$ cat src/logic/ptw_pkg.sv
// Package: entry layout, fault codes, access codes and register map of the table walker
`default_nettype none
package ptw_pkg;

  // ==========================================================================
  // Table entry field positions
  localparam int PFN_LSB      = 32;
  localparam int PFN_W        = 32;
  localparam int UWP_BIT      = 13;
  localparam int KWP_BIT      = 12;
  localparam int URP_BIT      = 9;
  localparam int KRP_BIT      = 8;
  localparam int HINT_LSB     = 5;
  localparam int HINT_W       = 2;
  localparam int MATCH_BIT    = 4;
  localparam int EXEC_TRAP    = 3;
  localparam int WRITE_TRAP   = 2;
  localparam int READ_TRAP    = 1;
  localparam int VALID_BIT    = 0;
  localparam int ENTRY_SHIFT  = 3;

  // ==========================================================================
  // Fault type codes
  localparam logic [2:0] FLT_NOT_VALID = 3'h0;
  localparam logic [2:0] FLT_ACC_VIOL  = 3'h1;
  localparam logic [2:0] FLT_READ      = 3'h2;
  localparam logic [2:0] FLT_EXEC      = 3'h3;
  localparam logic [2:0] FLT_WRITE     = 3'h4;

  // ==========================================================================
  // Access types and segment select
  localparam logic [1:0] ACC_LOAD  = 2'h0;
  localparam logic [1:0] ACC_FETCH = 2'h1;
  localparam logic [1:0] ACC_STORE = 2'h2;
  localparam logic [1:0] SEG_DIRECT = 2'h2;

  // ==========================================================================
  // Register byte offsets and status layout
  localparam logic [7:0] REG_TABLE_BASE = 8'h00;
  localparam logic [7:0] REG_WIN_LO     = 8'h04;
  localparam logic [7:0] REG_WIN_HI     = 8'h08;
  localparam logic [7:0] REG_STATUS     = 8'h0c;
  localparam logic [7:0] REG_EVA_LO     = 8'h10;
  localparam logic [7:0] REG_EVA_HI     = 8'h14;
  localparam int ST_CODE_LSB = 0;
  localparam int ST_FAULTED  = 3;
  localparam int ST_BUSY     = 4;
  localparam logic [31:0] RST_WORD = 32'h0000_0000;

endpackage : ptw_pkg
`default_nettype wire

$ cat src/logic/ptw_if.sv
// Interface: links the walker core with its protection checker and register slave
`timescale 1ns/1ns
`default_nettype none
interface ptw_if;
  logic [63:0] entry;
  logic        user_mode;
  logic [1:0]  access;
  logic        chk_fault;
  logic [2:0]  chk_code;
  logic [31:0] table_base;
  logic [63:0] window_base;
  logic [2:0]  fault_type_code;
  logic        faulted;
  logic        busy;
  logic [63:0] entry_va;

  modport core (output entry, user_mode, access, faulted, busy, fault_type_code, entry_va,
                input  chk_fault, chk_code, table_base, window_base);
  modport chk  (input  entry, user_mode, access, output chk_fault, chk_code);
  modport cfg  (input  faulted, busy, fault_type_code, entry_va, output table_base, window_base);
endinterface : ptw_if
`default_nettype wire

$ cat src/logic/ptw_prot_check.sv
// Protection checker for the third-level table entry
`timescale 1ns/1ns
`default_nettype none
module ptw_prot_check (
  ptw_if.chk c
);
  logic is_store;
  logic permit;

  always_comb begin
    // Loads and fetches count as reads, stores as writes
    is_store = (c.access == ptw_pkg::ACC_STORE);
    if (c.user_mode) begin
      permit = is_store ? c.entry[ptw_pkg::UWP_BIT] : c.entry[ptw_pkg::URP_BIT];
    end else begin
      permit = is_store ? c.entry[ptw_pkg::KWP_BIT] : c.entry[ptw_pkg::KRP_BIT];
    end
    c.chk_fault = 1'b1;
    // Permission first, valid flag second, trap bits last
    if (!permit) begin
      c.chk_code = ptw_pkg::FLT_ACC_VIOL;
    end else if (!c.entry[ptw_pkg::VALID_BIT]) begin
      c.chk_code = ptw_pkg::FLT_NOT_VALID;
    end else if (is_store && c.entry[ptw_pkg::WRITE_TRAP]) begin
      c.chk_code = ptw_pkg::FLT_WRITE;
    end else if (c.access == ptw_pkg::ACC_LOAD && c.entry[ptw_pkg::READ_TRAP]) begin
      c.chk_code = ptw_pkg::FLT_READ;
    end else if (c.access == ptw_pkg::ACC_FETCH && c.entry[ptw_pkg::EXEC_TRAP]) begin
      c.chk_code = ptw_pkg::FLT_EXEC;
    end else begin
      c.chk_fault = 1'b0;
      c.chk_code  = ptw_pkg::FLT_NOT_VALID;
    end
  end
endmodule : ptw_prot_check
`default_nettype wire

$ cat src/logic/ptw_regs.sv
// Wishbone classic register slave for the table walker
`timescale 1ns/1ns
`default_nettype none
module ptw_regs (
  input  wire logic        core_clk,
  input  wire logic        arst_n,
  input  wire logic        wb_cyc_i,
  input  wire logic        wb_stb_i,
  input  wire logic        wb_we_i,
  input  wire logic [7:0]  wb_adr_i,
  input  wire logic [3:0]  wb_sel_i,
  input  wire logic [31:0] wb_dat_i,
  output logic      [31:0] wb_dat_o,
  output logic             wb_ack_o,
  ptw_if.cfg               c
);
  typedef struct packed {
    logic        ack;
    logic [31:0] rdata;
    logic [31:0] tbase;
    logic [63:0] wbase;
  } ptw_reg_state_t;

  ptw_reg_state_t s, next_s;

  function automatic logic [31:0] ptw_merge(input logic [31:0] old, input logic [31:0] nw,
                                            input logic [3:0] sel);
    logic [31:0] r;
    r = old;
    for (int i = 0; i < 4; i++) begin
      if (sel[i]) r[8*i +: 8] = nw[8*i +: 8];
    end
    return r;
  endfunction : ptw_merge

  always_comb begin
    next_s = s;
    // Ack one cycle after the request; dropped the cycle after
    next_s.ack = wb_cyc_i && wb_stb_i && !s.ack;
    next_s.rdata = ptw_pkg::RST_WORD;
    case (wb_adr_i)
      ptw_pkg::REG_TABLE_BASE: next_s.rdata = s.tbase;
      ptw_pkg::REG_WIN_LO:     next_s.rdata = s.wbase[31:0];
      ptw_pkg::REG_WIN_HI:     next_s.rdata = s.wbase[63:32];
      ptw_pkg::REG_STATUS: begin
        next_s.rdata[ptw_pkg::ST_CODE_LSB +: 3] = c.fault_type_code;
        next_s.rdata[ptw_pkg::ST_FAULTED]       = c.faulted;
        next_s.rdata[ptw_pkg::ST_BUSY]          = c.busy;
      end
      ptw_pkg::REG_EVA_LO:     next_s.rdata = c.entry_va[31:0];
      ptw_pkg::REG_EVA_HI:     next_s.rdata = c.entry_va[63:32];
      default:                 next_s.rdata = ptw_pkg::RST_WORD;
    endcase
    // Writes land on the edge where the master sees ack
    if (wb_cyc_i && wb_stb_i && wb_we_i && s.ack) begin
      case (wb_adr_i)
        ptw_pkg::REG_TABLE_BASE: next_s.tbase = ptw_merge(s.tbase, wb_dat_i, wb_sel_i);
        ptw_pkg::REG_WIN_LO:     next_s.wbase[31:0] = ptw_merge(s.wbase[31:0], wb_dat_i, wb_sel_i);
        ptw_pkg::REG_WIN_HI:     next_s.wbase[63:32] = ptw_merge(s.wbase[63:32], wb_dat_i, wb_sel_i);
        default: ;
      endcase
    end
  end

  always_ff @(posedge core_clk or negedge arst_n) begin
    if (!arst_n) begin
      s <= '0;
    end else begin
      s <= next_s;
    end
  end

  assign wb_ack_o      = s.ack;
  assign wb_dat_o      = s.rdata;
  assign c.table_base  = s.tbase;
  assign c.window_base = s.wbase;
endmodule : ptw_regs
`default_nettype wire

$ cat src/logic/ptw_walker.sv
// Top: three-level table walker with protection checks and a register slave
//
// Functional notes
// - Valid entry: frame number joins page offset
// - Software and reserved entry bits are ignored
// - User store needs user write permit
// - Kernel store needs kernel write permit
// - User read or fetch needs user read permit
// - Kernel read or fetch needs kernel read permit
// - Block size hint reported with finished translation
// - Match-all-spaces bit reported for translation buffer
// - Trap bits fault execute, write, read accesses
// - Valid flag only qualifies the frame number
// - Walker never writes table entries
// - Each entry fetched by one quadword read
// - Invalid entries are never handed out cached
// - Direct segment: kernel read/write, user none
// - Loads and fetches are reads, stores writes
// - Mode bit one is user, zero kernel
// - Non sign-extended address is access violation
// - Entry address is base frame plus eight index
// - Invalid upper entry: violation or not-valid
// - Valid upper entries' protection bits are ignored
// - Last level: permission, valid, then trap bits
// - Window address of last-level entry is formed
// - Fault codes zero through four reported
// - Direct segment bypasses tables, sign-extended
`timescale 1ns/1ns
`default_nettype none
module ptw_walker #(
  parameter int VA_BITS   = 43,
  parameter int PAGE_BITS = 13,
  parameter int LVL_BITS  = 10
) (
  input  wire logic        core_clk,
  input  wire logic        arst_n,
  // Translation request
  input  wire logic        tr_req,
  input  wire logic [63:0] tr_va,
  input  wire logic [1:0]  tr_access,
  input  wire logic        status_mode_bit,
  output logic             tr_busy,
  output logic             tr_done,
  output logic             tr_fault,
  output logic      [2:0]  fault_type_code,
  output logic      [63:0] phys_addr,
  output logic      [1:0]  block_size_hint,
  output logic             match_all_spaces,
  // Table memory read port
  output logic             mem_rd_req,
  output logic      [63:0] mem_rd_addr,
  input  wire logic        mem_rd_ack,
  input  wire logic [63:0] mem_rd_data,
  // Register bus
  input  wire logic        wb_cyc_i,
  input  wire logic        wb_stb_i,
  input  wire logic        wb_we_i,
  input  wire logic [7:0]  wb_adr_i,
  input  wire logic [3:0]  wb_sel_i,
  input  wire logic [31:0] wb_dat_i,
  output logic      [31:0] wb_dat_o,
  output logic             wb_ack_o
);
  localparam int WIN_KEEP = 4 * PAGE_BITS - 9;

  typedef enum logic [1:0] { PTW_IDLE, PTW_WALK, PTW_CHECK } ptw_state_t;

  typedef struct packed {
    ptw_state_t  st;
    logic        busy;
    logic [1:0]  lvl;
    logic [63:0] va;
    logic [1:0]  access;
    logic        user;
    logic [63:0] entry;
    logic        req;
    logic [63:0] addr;
    logic        done;
    logic        fault;
    logic [2:0]  code;
    logic        faulted;
    logic [63:0] pa;
    logic [1:0]  hint;
    logic        match;
    logic [63:0] eva;
  } ptw_core_state_t;

  ptw_core_state_t s, next_s;
  ptw_if           pif ();

  // ==========================================================================
  // Helpers
  function automatic logic [63:0] ptw_mask(input int bits);
    return (64'h1 << bits) - 64'h1;
  endfunction : ptw_mask

  function automatic logic ptw_sext_ok(input logic [63:0] va);
    logic [63:0] hi;
    hi = va & ~ptw_mask(VA_BITS - 1);
    return (hi == 64'h0) || (hi == ~ptw_mask(VA_BITS - 1));
  endfunction : ptw_sext_ok

  function automatic logic [LVL_BITS-1:0] ptw_index(input logic [63:0] va, input logic [1:0] lvl);
    // Level one is the highest index field
    return va[PAGE_BITS + (3 - int'(lvl)) * LVL_BITS +: LVL_BITS];
  endfunction : ptw_index

  function automatic logic [63:0] ptw_entry_addr(input logic [31:0] pfn, input logic [LVL_BITS-1:0] idx);
    return (64'(pfn) << PAGE_BITS) + (64'(idx) << ptw_pkg::ENTRY_SHIFT);
  endfunction : ptw_entry_addr

  function automatic logic [31:0] ptw_pfn(input logic [63:0] e);
    return e[ptw_pkg::PFN_LSB +: ptw_pkg::PFN_W];
  endfunction : ptw_pfn

  // ==========================================================================
  // Submodules
  ptw_prot_check u_chk (
    .c (pif.chk)
  );

  ptw_regs u_regs (
    .core_clk (core_clk),
    .arst_n   (arst_n),
    .wb_cyc_i (wb_cyc_i),
    .wb_stb_i (wb_stb_i),
    .wb_we_i  (wb_we_i),
    .wb_adr_i (wb_adr_i),
    .wb_sel_i (wb_sel_i),
    .wb_dat_i (wb_dat_i),
    .wb_dat_o (wb_dat_o),
    .wb_ack_o (wb_ack_o),
    .c        (pif.cfg)
  );

  assign pif.entry           = s.entry;
  assign pif.user_mode       = s.user;
  assign pif.access          = s.access;
  assign pif.faulted         = s.faulted;
  assign pif.busy            = s.busy;
  assign pif.fault_type_code = s.code;
  assign pif.entry_va        = s.eva;

  // ==========================================================================
  // Walk sequencer
  always_comb begin
    logic [63:0] e;
    logic [63:0] wva;
    e = mem_rd_data;
    wva = '0;
    next_s = s;
    // Answer strobes last one cycle
    next_s.done  = 1'b0;
    next_s.fault = 1'b0;
    case (s.st)
      PTW_IDLE: begin
        if (tr_req) begin
          next_s.va     = tr_va;
          next_s.access = tr_access;
          next_s.user   = status_mode_bit;
          // Window address of the last-level entry, kept for table fills
          wva = (tr_va & ptw_mask(WIN_KEEP)) >> (PAGE_BITS - ptw_pkg::ENTRY_SHIFT);
          wva = pif.window_base | wva;
          wva[2:0] = 3'h0;
          next_s.eva = wva;
          if (!ptw_sext_ok(tr_va)) begin
            next_s.fault   = 1'b1;
            next_s.faulted = 1'b1;
            next_s.code    = ptw_pkg::FLT_ACC_VIOL;
          end else if (tr_va[VA_BITS-1 -: 2] == ptw_pkg::SEG_DIRECT) begin
            if (status_mode_bit) begin
              next_s.fault   = 1'b1;
              next_s.faulted = 1'b1;
              next_s.code    = ptw_pkg::FLT_ACC_VIOL;
            end else begin
              // No table lookup; sign-extend the low bits
              next_s.done  = 1'b1;
              next_s.pa    = tr_va[VA_BITS-3] ? (tr_va | ~ptw_mask(VA_BITS - 2))
                                              : (tr_va & ptw_mask(VA_BITS - 2));
              next_s.hint  = 2'h0;
              next_s.match = 1'b0;
            end
          end else begin
            next_s.st   = PTW_WALK;
            next_s.lvl  = 2'h1;
            next_s.req  = 1'b1;
            next_s.addr = ptw_entry_addr(pif.table_base, ptw_index(tr_va, 2'h1));
          end
        end
      end
      PTW_WALK: begin
        // One quadword read per level, data used only in the cycle of its ack
        if (mem_rd_ack) begin
          next_s.req = 1'b0;
          if (s.lvl == 2'h3) begin
            next_s.entry = e;
            next_s.st    = PTW_CHECK;
          end else if (!e[ptw_pkg::VALID_BIT]) begin
            next_s.st      = PTW_IDLE;
            next_s.fault   = 1'b1;
            next_s.faulted = 1'b1;
            next_s.code    = e[ptw_pkg::KRP_BIT] ? ptw_pkg::FLT_NOT_VALID : ptw_pkg::FLT_ACC_VIOL;
          end else begin
            // Protection bits of a valid upper entry play no part
            next_s.lvl  = s.lvl + 2'h1;
            next_s.req  = 1'b1;
            next_s.addr = ptw_entry_addr(ptw_pfn(e), ptw_index(s.va, s.lvl + 2'h1));
          end
        end
      end
      PTW_CHECK: begin
        next_s.st = PTW_IDLE;
        if (pif.chk_fault) begin
          next_s.fault   = 1'b1;
          next_s.faulted = 1'b1;
          next_s.code    = pif.chk_code;
        end else begin
          // Only a valid entry reaches here, so nothing invalid is handed out
          next_s.done  = 1'b1;
          next_s.pa    = (64'(ptw_pfn(s.entry)) << PAGE_BITS) | (s.va & ptw_mask(PAGE_BITS));
          next_s.hint  = s.entry[ptw_pkg::HINT_LSB +: ptw_pkg::HINT_W];
          next_s.match = s.entry[ptw_pkg::MATCH_BIT];
        end
      end
      default: begin
        next_s.st  = PTW_IDLE;
        next_s.req = 1'b0;
      end
    endcase
    // Busy kept in its own flop so the port carries no decode
    next_s.busy = (next_s.st != PTW_IDLE);
  end

  always_ff @(posedge core_clk or negedge arst_n) begin
    if (!arst_n) begin
      s <= '0;
    end else begin
      s <= next_s;
    end
  end

  // ==========================================================================
  // Outputs; the memory port is read-only by construction
  assign tr_busy          = s.busy;
  assign tr_done          = s.done;
  assign tr_fault         = s.fault;
  assign fault_type_code  = s.code;
  assign phys_addr        = s.pa;
  assign block_size_hint  = s.hint;
  assign match_all_spaces = s.match;
  assign mem_rd_req       = s.req;
  assign mem_rd_addr      = s.addr;

endmodule : ptw_walker
`default_nettype wire

$ cat config.mk
export PLATFORM = sky130hd
export DESIGN_NAME = ptw_walker
export DESIGN_NICKNAME = d
export VERILOG_FILES = /design/src/logic/ptw_pkg.sv /design/src/logic/ptw_if.sv /design/src/logic/ptw_prot_check.sv /design/src/logic/ptw_regs.sv /design/src/logic/ptw_walker.sv
export SDC_FILE = /design/constraint.sdc
export NUM_CORES = 1
export LEC_CHECK = 0
export BUFFER_PORTS_ARGS = -buffer_cell sky130_fd_sc_hd__buf_2
export CAP_MARGIN = 20
export CELL_PAD_IN_SITES_DETAIL_PLACEMENT = 1
export CELL_PAD_IN_SITES_GLOBAL_PLACEMENT = 1
export CORE_ASPECT_RATIO = 1.25
export CORE_MARGIN = 4
export CORE_UTILIZATION = 44
export CTS_CLUSTER_SIZE = 24
export DETAILED_ROUTE_END_ITERATION = 6
export PLACE_DENSITY_LB_ADDON = 0.1
export SYNTH_ARGS = -nofsm -noshare
export SYNTH_HDL_FRONTEND = slang
export SYNTH_SLANG_ARGS = --single-unit
$ cat constraint.sdc
create_clock -name core_clk -period 2.6 [get_ports core_clk]
set_input_delay 0.65 -clock core_clk [delete_from_list [all_inputs] [get_ports core_clk]]
set_output_delay 0.65 -clock core_clk [all_outputs]
set_load 0.005 [all_outputs]
==> results of run 1 <==
-- registers in the layout (all words and copies together) (netlist names) --
register	cells
u_regs.wb_dat_o	32
match_all_spaces	1
mem_rd_addr	42
tr_busy	1
tr_done	1
pif.faulted	1
phys_addr	46
pif.user_mode	1
pif.entry	43
u_regs.wb_ack_o	1
mem_rd_req	1
block_size_hint	2
u_regs.c.window_base	64
u_regs.c.table_base	32
pif.access	2
fault_type_code	3
tr_fault	1
pif.entry_va	61
s	68
-- per-layer routing --
layer	GRT usage [%]	wire length (um)
met5	0	13
met1	33.3	24900
met3	3.51	2550
met2	42.7	29400
met4	7.28	1590
-- power breakdown --
part | total (mW) | internal [mW] | switching, mW
sequential | 6.55 | 6.43 | 0.123
combinational | 0.856 | 0.351 | 0.505
clock | 6.35 | 3.79 | 2.56
total | 13.8 | 10.6 | 3.18
-- cells in the mapped netlist (2+ instances only) --
cell type | n | area, um^2
and2_1 | 2 | 12.5
a21oi_1 | 116 | 581
mux4_2 | 12 | 270
mux2_2 | 264 | 2970
o21ai_0 | 40 | 200
nand3_1 | 8 | 40.0
ha_1 | 6 | 75.1
o22ai_1 | 2 | 12.5
o21ai_1 | 43 | 215
nand3b_1 | 4 | 30.0
a22o_1 | 4 | 35.0
nand4_1 | 6 | 37.5
dfrtp_1 | 403 | 10100
a211oi_1 | 4 | 30.0
nand2_1 | 98 | 368
nor2_2 | 13 | 81.3
nor3_1 | 7 | 35.0
clkbuf_1 | 64 | 240
nand2b_1 | 6 | 37.5
inv_1 | 10 | 37.5
nand4b_1 | 2 | 17.5
buf_6 | 8 | 90.1
a22oi_1 | 107 | 803
a21o_1 | 2 | 15.0
nor2_1 | 87 | 327
nor3b_1 | 2 | 15.0
nor2b_1 | 7 | 43.8
buf_4 | 139 | 1040
buf_2 | 12 | 60.1
buf_1 | 4 | 15.0
mux2i_1 | 20 | 200
mux2_1 | 6 | 67.6
o21a_1 | 2 | 15.0
and3_1 | 3 | 18.8
a221o_1 | 29 | 290
nor4_1 | 5 | 31.3
o2bb2ai_1 | 2 | 17.5
-- path summary, 6_finish.rpt --
path / startpoint / end / slack, ps / cells after the start
worst max-delay path: pif.access[1] / block_size_hint[1] / 260 / 7
worst min-delay path: mem_rd_data[13] / pif.entry[13] / 340 / 2
worst max register to register: pif.access[1] / block_size_hint[1] / 260 / 7
worst min register to register: u_regs.wb_ack_o / u_regs.wb_ack_o / 460 / 1
max in group asynchronous: arst_n / phys_addr[62] / 1220 / 3
min in group asynchronous: arst_n / phys_addr[11] / 610 / 2
-- cell type report --
cell class	instances	area share (%)
diodes	2	0.0226
clock buffers	64	5.76
clock inverters	15	0.842
inverters	10	0.170
multi-input cells	951	32.8
flip-flops and latches	403	45.6
well taps	559	3.16
repair buffers	396	11.7
-- cell families (layout without fill, tap and decap cells) --
family                     Yosys count  in the layout  synth area share, %
AOI/OAI and AO/OA                  361            361                 12.5
other                                1             24               0.0201
buffers and inverters              237            485                 7.96
muxes                              302            302                 18.8
adders and majority gates            6              6                0.402
DFF                                403            403                 54.0
and+or+nand+nor                    260            260                 6.36
-- repair_timing --
item / in CTS / in global routing
gates resized for setup: 0 / 1
hold endpoints to repair: 20 / 0
setup buffers: 0 / 0
setup endpoints to repair: 0 / 3
hold buffers: 1 / 0
-- placed cells by master (no fill, tap or decap), types with 7 or more instances in the layout --
cell | synthesis | final
mux4_2 | 12 | 12
conb_1 | 1 | 22
nor2_2 | 13 | 14
mux2i_1 | 20 | 20
buf_2 | 12 | 308
nand3_1 | 8 | 7
buf_4 | 139 | 55
o21ai_0 | 40 | 39
buf_12 | 0 | 30
a22oi_1 | 107 | 107
nor2_1 | 87 | 86
a221o_1 | 29 | 29
clkinv_2 | 0 | 8
nor2b_1 | 7 | 7
clkbuf_16 | 0 | 43
nand2_1 | 98 | 97
clkbuf_8 | 0 | 12
clkbuf_1 | 64 | 9
a21oi_1 | 116 | 116
inv_1 | 10 | 10
mux2_2 | 264 | 264
o21ai_1 | 43 | 43
dfrtp_1 | 403 | 403
==> summary.md, run 1 <==
| Metric | Value |
|---|---|
| Avg Cell Area, Syn | `11.9 um^2` |
| Pwr Total | `13.8 mW` |
| First-pass DRT Iterations | `5` |
| Register area share after synthesis | `54.0%` |
| DPL Wire Length | `42000 um` |
| Initial antenna violation count | `3` |
| Post-Syn Instances | `1570` |
| RSZ-0062 raised after global routing | `false` |
| FFs w/ async S/R, synth | `100%` |
| Core area | `42000 um^2` |
| Final worst slack | `258 ps` |
| Die W | `192 um` |
| Maximum vdd drop | `0.459 mV` |
| CP max-delay cell | `dfrtp_1` |
| Avg WL per Cell | `24.4 um` |
| Worst-path clk slew | `60 ps` |
| H-tree Lvls | `2` |
| Initial core utilization | `44.4%` |
| Cell Area, Synth | `18700 um^2` |
| Multi-input logic area | `7250 um^2` |
| Pins Over Slew Limit | `0` |
| Placed cell area | `20700 um^2` |
| Drc violations | `0` |
| Number of I/O pins | `353` |
| Max Freq | `427 MHz` |
| Largest net degree at the start of global routing | `78` |
| Element type at the critical path end | `flip-flop` |
| Fin util | `52.6%` |
| Cell Pwr Density | `622 nW/um^2` |
| EDFF count, synth | `0` |
| Worst skew pair latency | `560 ps` |
| Final Hold Vio Count | `0` |
| Post-synth top flop | `dfrtp_1` |
| Synth Register Bits | `403` |
| Worst path arrival time | `2770 ps` |
| Buf+Inv Stages, Crit Path | `1` |
| NumNets Final | `1993` |
| Placer Congestion | `0.847` |
| DRT antenna net count | `0` |
| Layout cells sized above 1 | `41.9%` |
| Delay-heaviest family, CP | `simple AND/OR/NAND/NOR gates` |
| DR iter-0 viols | `768` |
| GRT overflow | `0` |
| CTS tree | `built` |
| Final min period | `2340 ps` |
| Design Area, Final | `22100 um^2` |
| CP max FO | `46` |
| Worst slew pin tran | `540 ps` |
| GR Util All Layers | `25.0%` |
| Vias | `13300` |
| Die Area | `45800 um^2` |
| Total CTS buffers | `43` |
| Clock Sinks | `403` |
| Root Driver | `clkbuf_16` |
| # rows | `84` |
| Synth warn | `0` |
| CP max stage delay | `470 ps` |
| First-pass GRT wire length | `87500 um` |
| Setup_tns | `0 ps` |
| Hold Slack | `336 ps` |
| Required time of the worst setup path | `3030 ps` |
| Setup violators final | `0` |
| I/O Buffers | `309` |
| Min-Delay Path Class | `input port to flip-flop` |
| Vias per cell | `5.54` |
| Yosys cell types | `58` |
| Rel. slew slack | `64.0%` |
| Ordered list of cells on the worst path | `nor2b_1, nor2_1, nand4b_1, o21ai_4, buf_6, nand2_1, a22o_1` |
| Dpl cells | `2318` |
| Crit start category | `flip-flop` |
| Vias in the first global route | `14200` |
| Pre-CTS setup slack | `-189 ps` |
| Final clock skew | `21.8 ps` |
| Leakage | `10.7 nW` |
| Post-Route WL | `58400 um` |
| Crit Path Class | `flip-flop to flip-flop` |
| Non-filler cells, final | `2400` |
| Clk buf depth | `3` |
| Run status | `finished, final reports clean` |
| Fillers | `4473` |
| FF/Latch Area | `10100 um^2` |
| Area grow syn2layout | `18.4%` |
| Max Cap Viol | `0` |
| Final Cycle Share | `90.1%` |
| Die Ht | `238 um` |
Note: power is estimated with default switching activity, not from simulation.
==> inputs of run 2 (changes only) <==
Settings changed: ABC_AREA from default to 1, CAP_MARGIN 20 to 10, CORE_UTILIZATION 44 to 41.
==> run 2 against run 1 <==
  * Design area is 1.2% higher
  * Register-to-register slack worse by 50 ps
  * Highest routed layer is now met4
  * Combinational power grew to 6.5 times the previous value
  * Non-clock buffer count is 21 lower
  * Via count is 25% higher
  * Critical path depth is 1 higher
==> summary.md, run 2 <==
| Metric | Value |
|---|---|
| Area grow syn2layout | `16.9%` |
| Fillers | `5639 (+26%)` |
| Initial antenna violation count | `2 (-1)` |
| Cell mode on critical path | `nand2_1` |
| Avg WL per Cell | `21.3 um (-12%)` |
| Most common cell after layout, fill and taps aside | `nand2_1` |
| DRT antenna net count | `0 (unchanged)` |
| Vias per cell | `5.26 (-5.1%)` |
| Cell Pwr Density | `910 nW/um^2 (+46%)` |
| Largest area contributor in the netlist | `dfrtp_1` |
| Cell Area, Synth | `19200 um^2 (+2.6%)` |
| Multi-input logic area | `6880 um^2 (-5.2%)` |
| Final Hold Vio Count | `0 (unchanged)` |
| I/O Buffers | `309 (unchanged)` |
| FFs w/ async S/R, synth | `100% (unchanged)` |
| Top cells by area, synth | `dfrtp_1 53%, nand2_1 15%, o21ai_0 9.7%, buf_4 5.3%, inv_1 4.1%` |
| Die Ht | `250 um (+4.8%)` |
| Number of I/O pins | `353 (unchanged)` |
| NumNets Final | `2735 (+37%)` |
| Worst slew pin tran | `923 ps (+383 ps)` |
| RSZ-0062 raised after global routing | `false` |
| Drc violations | `0 (unchanged)` |
| Reg with most FFs | `s` |
| Total CTS buffers | `44 (+2.3%)` |
| Delay-heaviest family, CP | `simple AND/OR/NAND/NOR gates` |
| CTS tree | `built` |
| Post-Syn Instances | `2351 (+50%)` |
| Clk buf depth | `3 (unchanged)` |
| Synth top area share | `52.6% (-1.4 points)` |
| Core area | `46200 um^2 (+10%)` |
| Clock Sinks | `403 (unchanged)` |
| Worst-path clk slew | `60 ps (about the same)` |
| Vias | `16700 (+25%)` |
| DPL Wire Length | `47800 um (+14%)` |
| DR iter-0 viols | `831 (+8.2%)` |
| Vias in the first global route | `17500 (+24%)` |
| Worst path arrival time | `2910 ps (+140 ps)` |
| Placer Congestion | `0.876 (+3.4%)` |
| Max Freq | `418 MHz (-2.0%)` |
| First-pass GRT wire length | `104000 um (+19%)` |
| Commonest cells after routing, fill and taps aside | `750 x nand2_1, 403 x dfrtp_1, 370 x o21ai_0` |
| EDFF count, synth | `0 (unchanged)` |
| Synth top cells by count | `752 x nand2_1, 403 x dfrtp_1, 370 x o21ai_0, 211 x inv_1, 136 x buf_4` |
| Resized cells post-CTS | `0 (unchanged)` |
| Post-synth top flop | `dfrtp_1` |
| Final min period | `2390 ps (+48.4 ps)` |
| CP max stage delay | `740 ps (+270 ps)` |
| Rel. slew slack | `38.4% (-26 points)` |
| Pwr Total | `20.4 mW (+48%)` |
| GR Util All Layers | `26.4% (+1.5 points)` |
| Leakage | `11.9 nW (+11%)` |
| Non-filler cells, final | `3169 (+32%)` |
| Max Cap Viol | `0 (unchanged)` |
| H-tree Lvls | `2 (unchanged)` |
| # rows | `88 (+4.8%)` |
| Post-Route WL | `67600 um (+16%)` |
| CP max FO | `10 (-78%)` |
| Element type at the critical path end | `flip-flop` |
| Worst skew pair latency | `580 ps (+20 ps)` |
| FF/Latch Area | `10100 um^2 (unchanged)` |
| Setup_tns | `0 ps (unchanged)` |
| Crit Path Class | `flip-flop to flip-flop` |
| Maximum vdd drop | `0.590 mV (+29%)` |
| Root Driver | `clkbuf_16` |
| Register area share after synthesis | `52.6% (-1.4 points)` |
| Layout cells sized above 1 | `18.6% (-23 points)` |
| FF-to-FF setup slack | `210 ps (-50 ps)` |
| Run status | `finished, final reports clean` |
| Most common cell in the netlist | `nand2_1` |
| Die W | `201 um (+4.7%)` |
| Buf+Inv Stages, Crit Path | `2 (+1)` |
| Final Cycle Share | `91.9% (+1.9 points)` |
| First-pass DRT Iterations | `5 (unchanged)` |
| Initial core utilization | `41.4% (-3.0 points)` |
| CP max-delay cell | `nor2_2` |
| Largest net degree at the start of global routing | `135 (+73%)` |
| Setup violators final | `0 (unchanged)` |
| GRT overflow | `0 (unchanged)` |
| Die Area | `50300 um^2 (+9.7%)` |
| Post-CTS setup buffer count | `0 (unchanged)` |
| Dpl cells | `3085 (+33%)` |
| Synth warn | `0 (unchanged)` |
| Number of flip-flops in the largest register | `68 (unchanged)` |
| Pins Over Slew Limit | `0 (unchanged)` |
| Ordered list of cells on the worst path | `inv_1, ha_1, nor2_2, nand2_1, buf_4, o22ai_1, nand2_1, nand2_1` |
| Synth Register Bits | `403 (unchanged)` |
| Crit start category | `flip-flop` |
| Final clock skew | `12.0 ps (-9.83 ps)` |
| Yosys cell types | `42 (-28%)` |
| Avg Cell Area, Syn | `8.15 um^2 (-31%)` |
| Min-Delay Path Class | `input port to flip-flop` |
| Required time of the worst setup path | `3120 ps (+90 ps)` |
-- run 2: cell count changes in the layout (fill, tap and decap cells not counted), moves of 29 or more --
cell,before,now
nand2_1,97,750
o21ai_0,39,370
mux2_2,264,6
inv_1,10,210
a22oi_1,107,1
nand3_1,7,111
a21oi_1,116,35
o21ai_1,43,1
a221o_1,29,0
-- run 2: cell type report --
class | instances | area share [%]
diodes | 2 | 0.0223
clock buffers | 68 | 6.22
clock inverters | 13 | 0.827
inverters | 218 | 3.66
multi-input cells | 1505 | 30.7
flip-flops and latches | 403 | 45.0
well taps | 585 | 3.27
repair buffers | 375 | 10.3
-- run 2: worst register-to-register path: cells and delay by family, from the launching register on --
| family | cells | cell delay [ps] |
|---|---|---|
| buffers and inverters | 2 | 310 |
| AOI/OAI and AO/OA | 1 | 210 |
| and+or+nand+nor | 4 | 1170 |
| DFF | 1 | 410 |
| adders and majority gates | 1 | 240 |
-- run 2: worst paths after layout --
kind | from | end | depth (start not counted)
max | s[337] | mem_rd_addr[5] | 8
min reg2reg | u_regs.wb_ack_o | u_regs.wb_ack_o | 1
min | tr_access[1] | pif.access[1] | 3
min in group asynchronous | arst_n | pif.entry[9] | 2
max in group asynchronous | arst_n | u_regs.c.window_base[53] | 4
max reg2reg | s[337] | mem_rd_addr[5] | 8
-- run 2: repair_timing --
action | 4_1_cts | 5_1_grt
endpoints found under the setup margin | 0 | 0
endpoints found under the hold margin | 44 | 0
hold buffers | 1 | 0
-- run 2: power breakdown --
| part | switching, mW | total, mW | internal, mW |
|---|---|---|---|
| Combinational | 3.78 | 5.57 | 1.79 |
| Clock | 2.67 | 6.76 | 4.09 |
| Sequential | 0.699 | 8.05 | 7.35 |
-- run 2: logic make-up after synthesis --
family | after synthesis | synth area share, %
simple gates | 982 | 20.5
mux | 6 | 0.352
compound gates | 489 | 14.0
fa+ha+maj | 6 | 0.392
buf+inv | 464 | 12.1
flops | 403 | 52.6
other cells | 1 | 0.0196
-- run 2: metrics by stage --
step	cell area (um^2)	util (%)	setup slack [ps]	hold WS (ps)
2_1_floorplan	19200	-	588	354
3_3_place_gp	20800	45.0	33.2	428
3_5_place_dp	20800	45.0	-47.6	454
4_1_cts	22400	48.4	295	255
5_1_grt	22400	48.4	72.0	300
6_report	22400	48.4	210	292
-- run 2: metal layers --
layer,up-vias,share of wire (%),global-route usage (%)
met3,111,3.9,3.39
met1,8371,43,34.9
met5,-,0,0
met4,0,3.1,8.58
met2,395,50,45.4
li1,7790,-,-
==> inputs of run 3 (changes only) <==
Settings changed: CORE_MARGIN 4 to default, CORE_UTILIZATION 41 to 42, SYNTH_HIERARCHICAL from default to 1.
==> run 3 against run 2 <==
  * Die area decreased by 2.6%
  * Setup slack improved by 62 ps
  * Clock skew decreased by 1.6 ps
  * Utilization about the same
  * Synthesized cell count increased by 10%
  * Design area increased by 2.3%
  * Sequential power decreased by 15%
  * Combinational power decreased by 62%
  * Non-clock buffer count decreased by 21
  * Fmax increased by 2.7%
  * Clock power decreased by 8.7%
  * Routed wire length increased by 1.4%
  * Largest power group unchanged
==> summary.md, run 3 <==
| Metric | Value |
|---|---|
| Min-Delay Path Class | `input port to async pin` |
| Layout cells sized above 1 | `17.6% (-0.99 points)` |
| Rel. slew slack | `51.6% (+13 points)` |
| Final min period | `2330 ps (-61.7 ps)` |
| Avg Cell Area, Syn | `7.79 um^2 (-4.5%)` |
| CP max stage delay | `460 ps (-280 ps)` |
| Core area | `47300 um^2 (+2.3%)` |
| Post-CTS setup buffer count | `0 (unchanged)` |
| Final Hold Vio Count | `0 (unchanged)` |
| Number of flip-flops in the largest register | `68 (unchanged)` |
| Vias | `17400 (+4.5%)` |
| Placer Congestion | `0.873 (-0.34%)` |
| Max Cap Viol | `0 (unchanged)` |
| Pins Over Slew Limit | `0 (unchanged)` |
| Die W | `198 um (-1.6%)` |
| Element type at the critical path end | `flip-flop` |
| Maximum vdd drop | `0.387 mV (-34%)` |
| Worst skew pair latency | `580 ps (about the same)` |
| Crit start category | `flip-flop` |
| Final Cycle Share | `89.6% (-2.4 points)` |
| Worst-path clk slew | `60 ps (about the same)` |
| GRT overflow | `0 (unchanged)` |
| Resized cells post-CTS | `0 (unchanged)` |
| Required time of the worst setup path | `3120 ps (about the same)` |
| Max Freq | `429 MHz (+2.7%)` |
| # rows | `89 (+1.1%)` |
| DPL Wire Length | `50100 um (+4.9%)` |
| H-tree Lvls | `2 (unchanged)` |
| Crit Path Class | `flip-flop to flip-flop` |
| Delay-heaviest family, CP | `simple AND/OR/NAND/NOR gates` |
| RSZ-0062 raised after global routing | `false` |
| Clock Sinks | `403 (unchanged)` |
| CP max-delay cell | `o21ai_0` |
| Worst path arrival time | `2840 ps (-70 ps)` |
| Clk buf depth | `3 (unchanged)` |
| Run status | `finished, final reports clean` |
| Design Area, Final | `22900 um^2 (+2.3%)` |
| Final clock skew | `10.4 ps (-1.63 ps)` |
| Reg with most FFs | `s` |
| Synth warn | `6 (+6)` |
| CP max FO | `35 (+25)` |
| Cell Pwr Density | `660 nW/um^2 (-27%)` |
| Total CTS buffers | `44 (unchanged)` |
| Avg WL per Cell | `20.0 um (-6.2%)` |
| First-pass DRT Iterations | `6 (+1)` |
| Commonest cells after routing, fill and taps aside | `951 x nand2_1, 403 x dfrtp_1, 308 x buf_2` |
| Ordered list of cells on the worst path | `inv_1, ha_1, nand2_1, nor2_1, inv_2, o21ai_0, nand2_1, nand2_1` |
| Buf+Inv Stages, Crit Path | `2 (unchanged)` |
| Hold Slack | `21.8 ps (-270 ps)` |
| DR iter-0 viols | `824 (-0.84%)` |
| CTS tree | `built` |
| Cell mode on critical path | `nand2_1` |
| Number of I/O pins | `353 (unchanged)` |
| GR Util All Layers | `28.7% (+2.3 points)` |
| Die Area | `49000 um^2 (-2.6%)` |
| Post-Route WL | `68600 um (+1.4%)` |
| Cell Area, Synth | `20200 um^2 (+5.4%)` |
| NumNets Final | `2947 (+7.8%)` |
| Vias in the first global route | `18300 (+4.1%)` |
| Area grow syn2layout | `13.4%` |
| I/O Buffers | `309 (unchanged)` |
| Vias per cell | `5.08 (-3.4%)` |
| Hold_buf cts | `0 (-1)` |
| Largest net degree at the start of global routing | `91 (-33%)` |
| Initial core utilization | `42.7% (+1.2 points)` |
| Setup violators final | `0 (unchanged)` |
| Worst slew pin tran | `726 ps (-197 ps)` |
| Post-Syn Instances | `2594 (+10%)` |
| Die Ht | `247 um (-1.0%)` |
| Drc violations | `0 (unchanged)` |
| Most common cell after layout, fill and taps aside | `nand2_1` |
| Fillers | `5943 (+5.4%)` |
| Fin util | `48.4% (about the same)` |
| Leakage | `12.6 nW (+5.9%)` |
| DRT antenna net count | `0 (unchanged)` |
| Setup_tns | `0 ps (unchanged)` |
| Root Driver | `clkbuf_16` |
| First-pass GRT wire length | `106000 um (+2.1%)` |
| Placed cell area | `21500 um^2 (+3.3%)` |
| Initial antenna violation count | `2 (unchanged)` |
==> run 3: worst reg2reg max path: stages (launching register included) <==
cell and delay [ps]:
dfrtp_1 410, inv_1 130, ha_1 360, nand2_1 150, nor2_1 240, inv_2 330, o21ai_0 470, nand2_1 110
nand2_1 70
==> run 3: layout make-up <==
cell class | instances | area, um^2 | area share, %
flip-flops and latches | 403 | 10100 | 44.0
multi-input cells | 1727 | 7620 | 33.3
repair buffers | 354 | 2130 | 9.31
clock buffers | 68 | 1320 | 5.78
inverters | 229 | 865 | 3.77
well taps | 637 | 797 | 3.48
clock inverters | 8 | 80.1 | 0.350
diodes | 1 | 2.50 | 0.0109
==> run 3: path summary, 6_finish.rpt <==
path,slack [ps],start,to,depth (start not counted)
max,270,s[337],mem_rd_addr[14],8
min,20,arst_n,pif.access[1],1
max reg2reg,270,s[337],mem_rd_addr[14],8
min reg2reg,460,u_regs/wb_ack_o,u_regs/wb_ack_o,1
max in group asynchronous,1770,arst_n,pif.entry_va[61],2
min in group core_clk,280,tr_access[1],pif.access[1],3
==> run 3: per-layer routing <==
layer | share of wire [%] | global-route usage [%] | wire length (um)
met5 | 0 | 0 | 0
met1 | 42 | 35.3 | 28700
met3 | 3.7 | 3.51 | 2510
met2 | 51 | 51.4 | 35200
met4 | 3.2 | 10.0 | 2200
==> run 3: metrics by stage <==
step           std cells  total power [mW]  setup WS (ps)
2_1_floorplan       2618              8.20            759
3_3_place_gp        3350              9.00            215
3_5_place_dp        3350              9.06            126
4_1_cts             3426              15.3            269
5_1_grt             3427              15.8           68.4
6_report            3427              15.1            272
==> run 3: where the power goes <==
part / total [mW] / switching, mW / leakage [nW] / internal, mW
clock: 6.17 / 2.58 / 0.692 / 3.59
combinational: 2.11 / 1.44 / 6.90 / 0.672
sequential: 6.84 / 0.233 / 4.97 / 6.61
total: 15.1 / 4.25 / 12.6 / 10.9
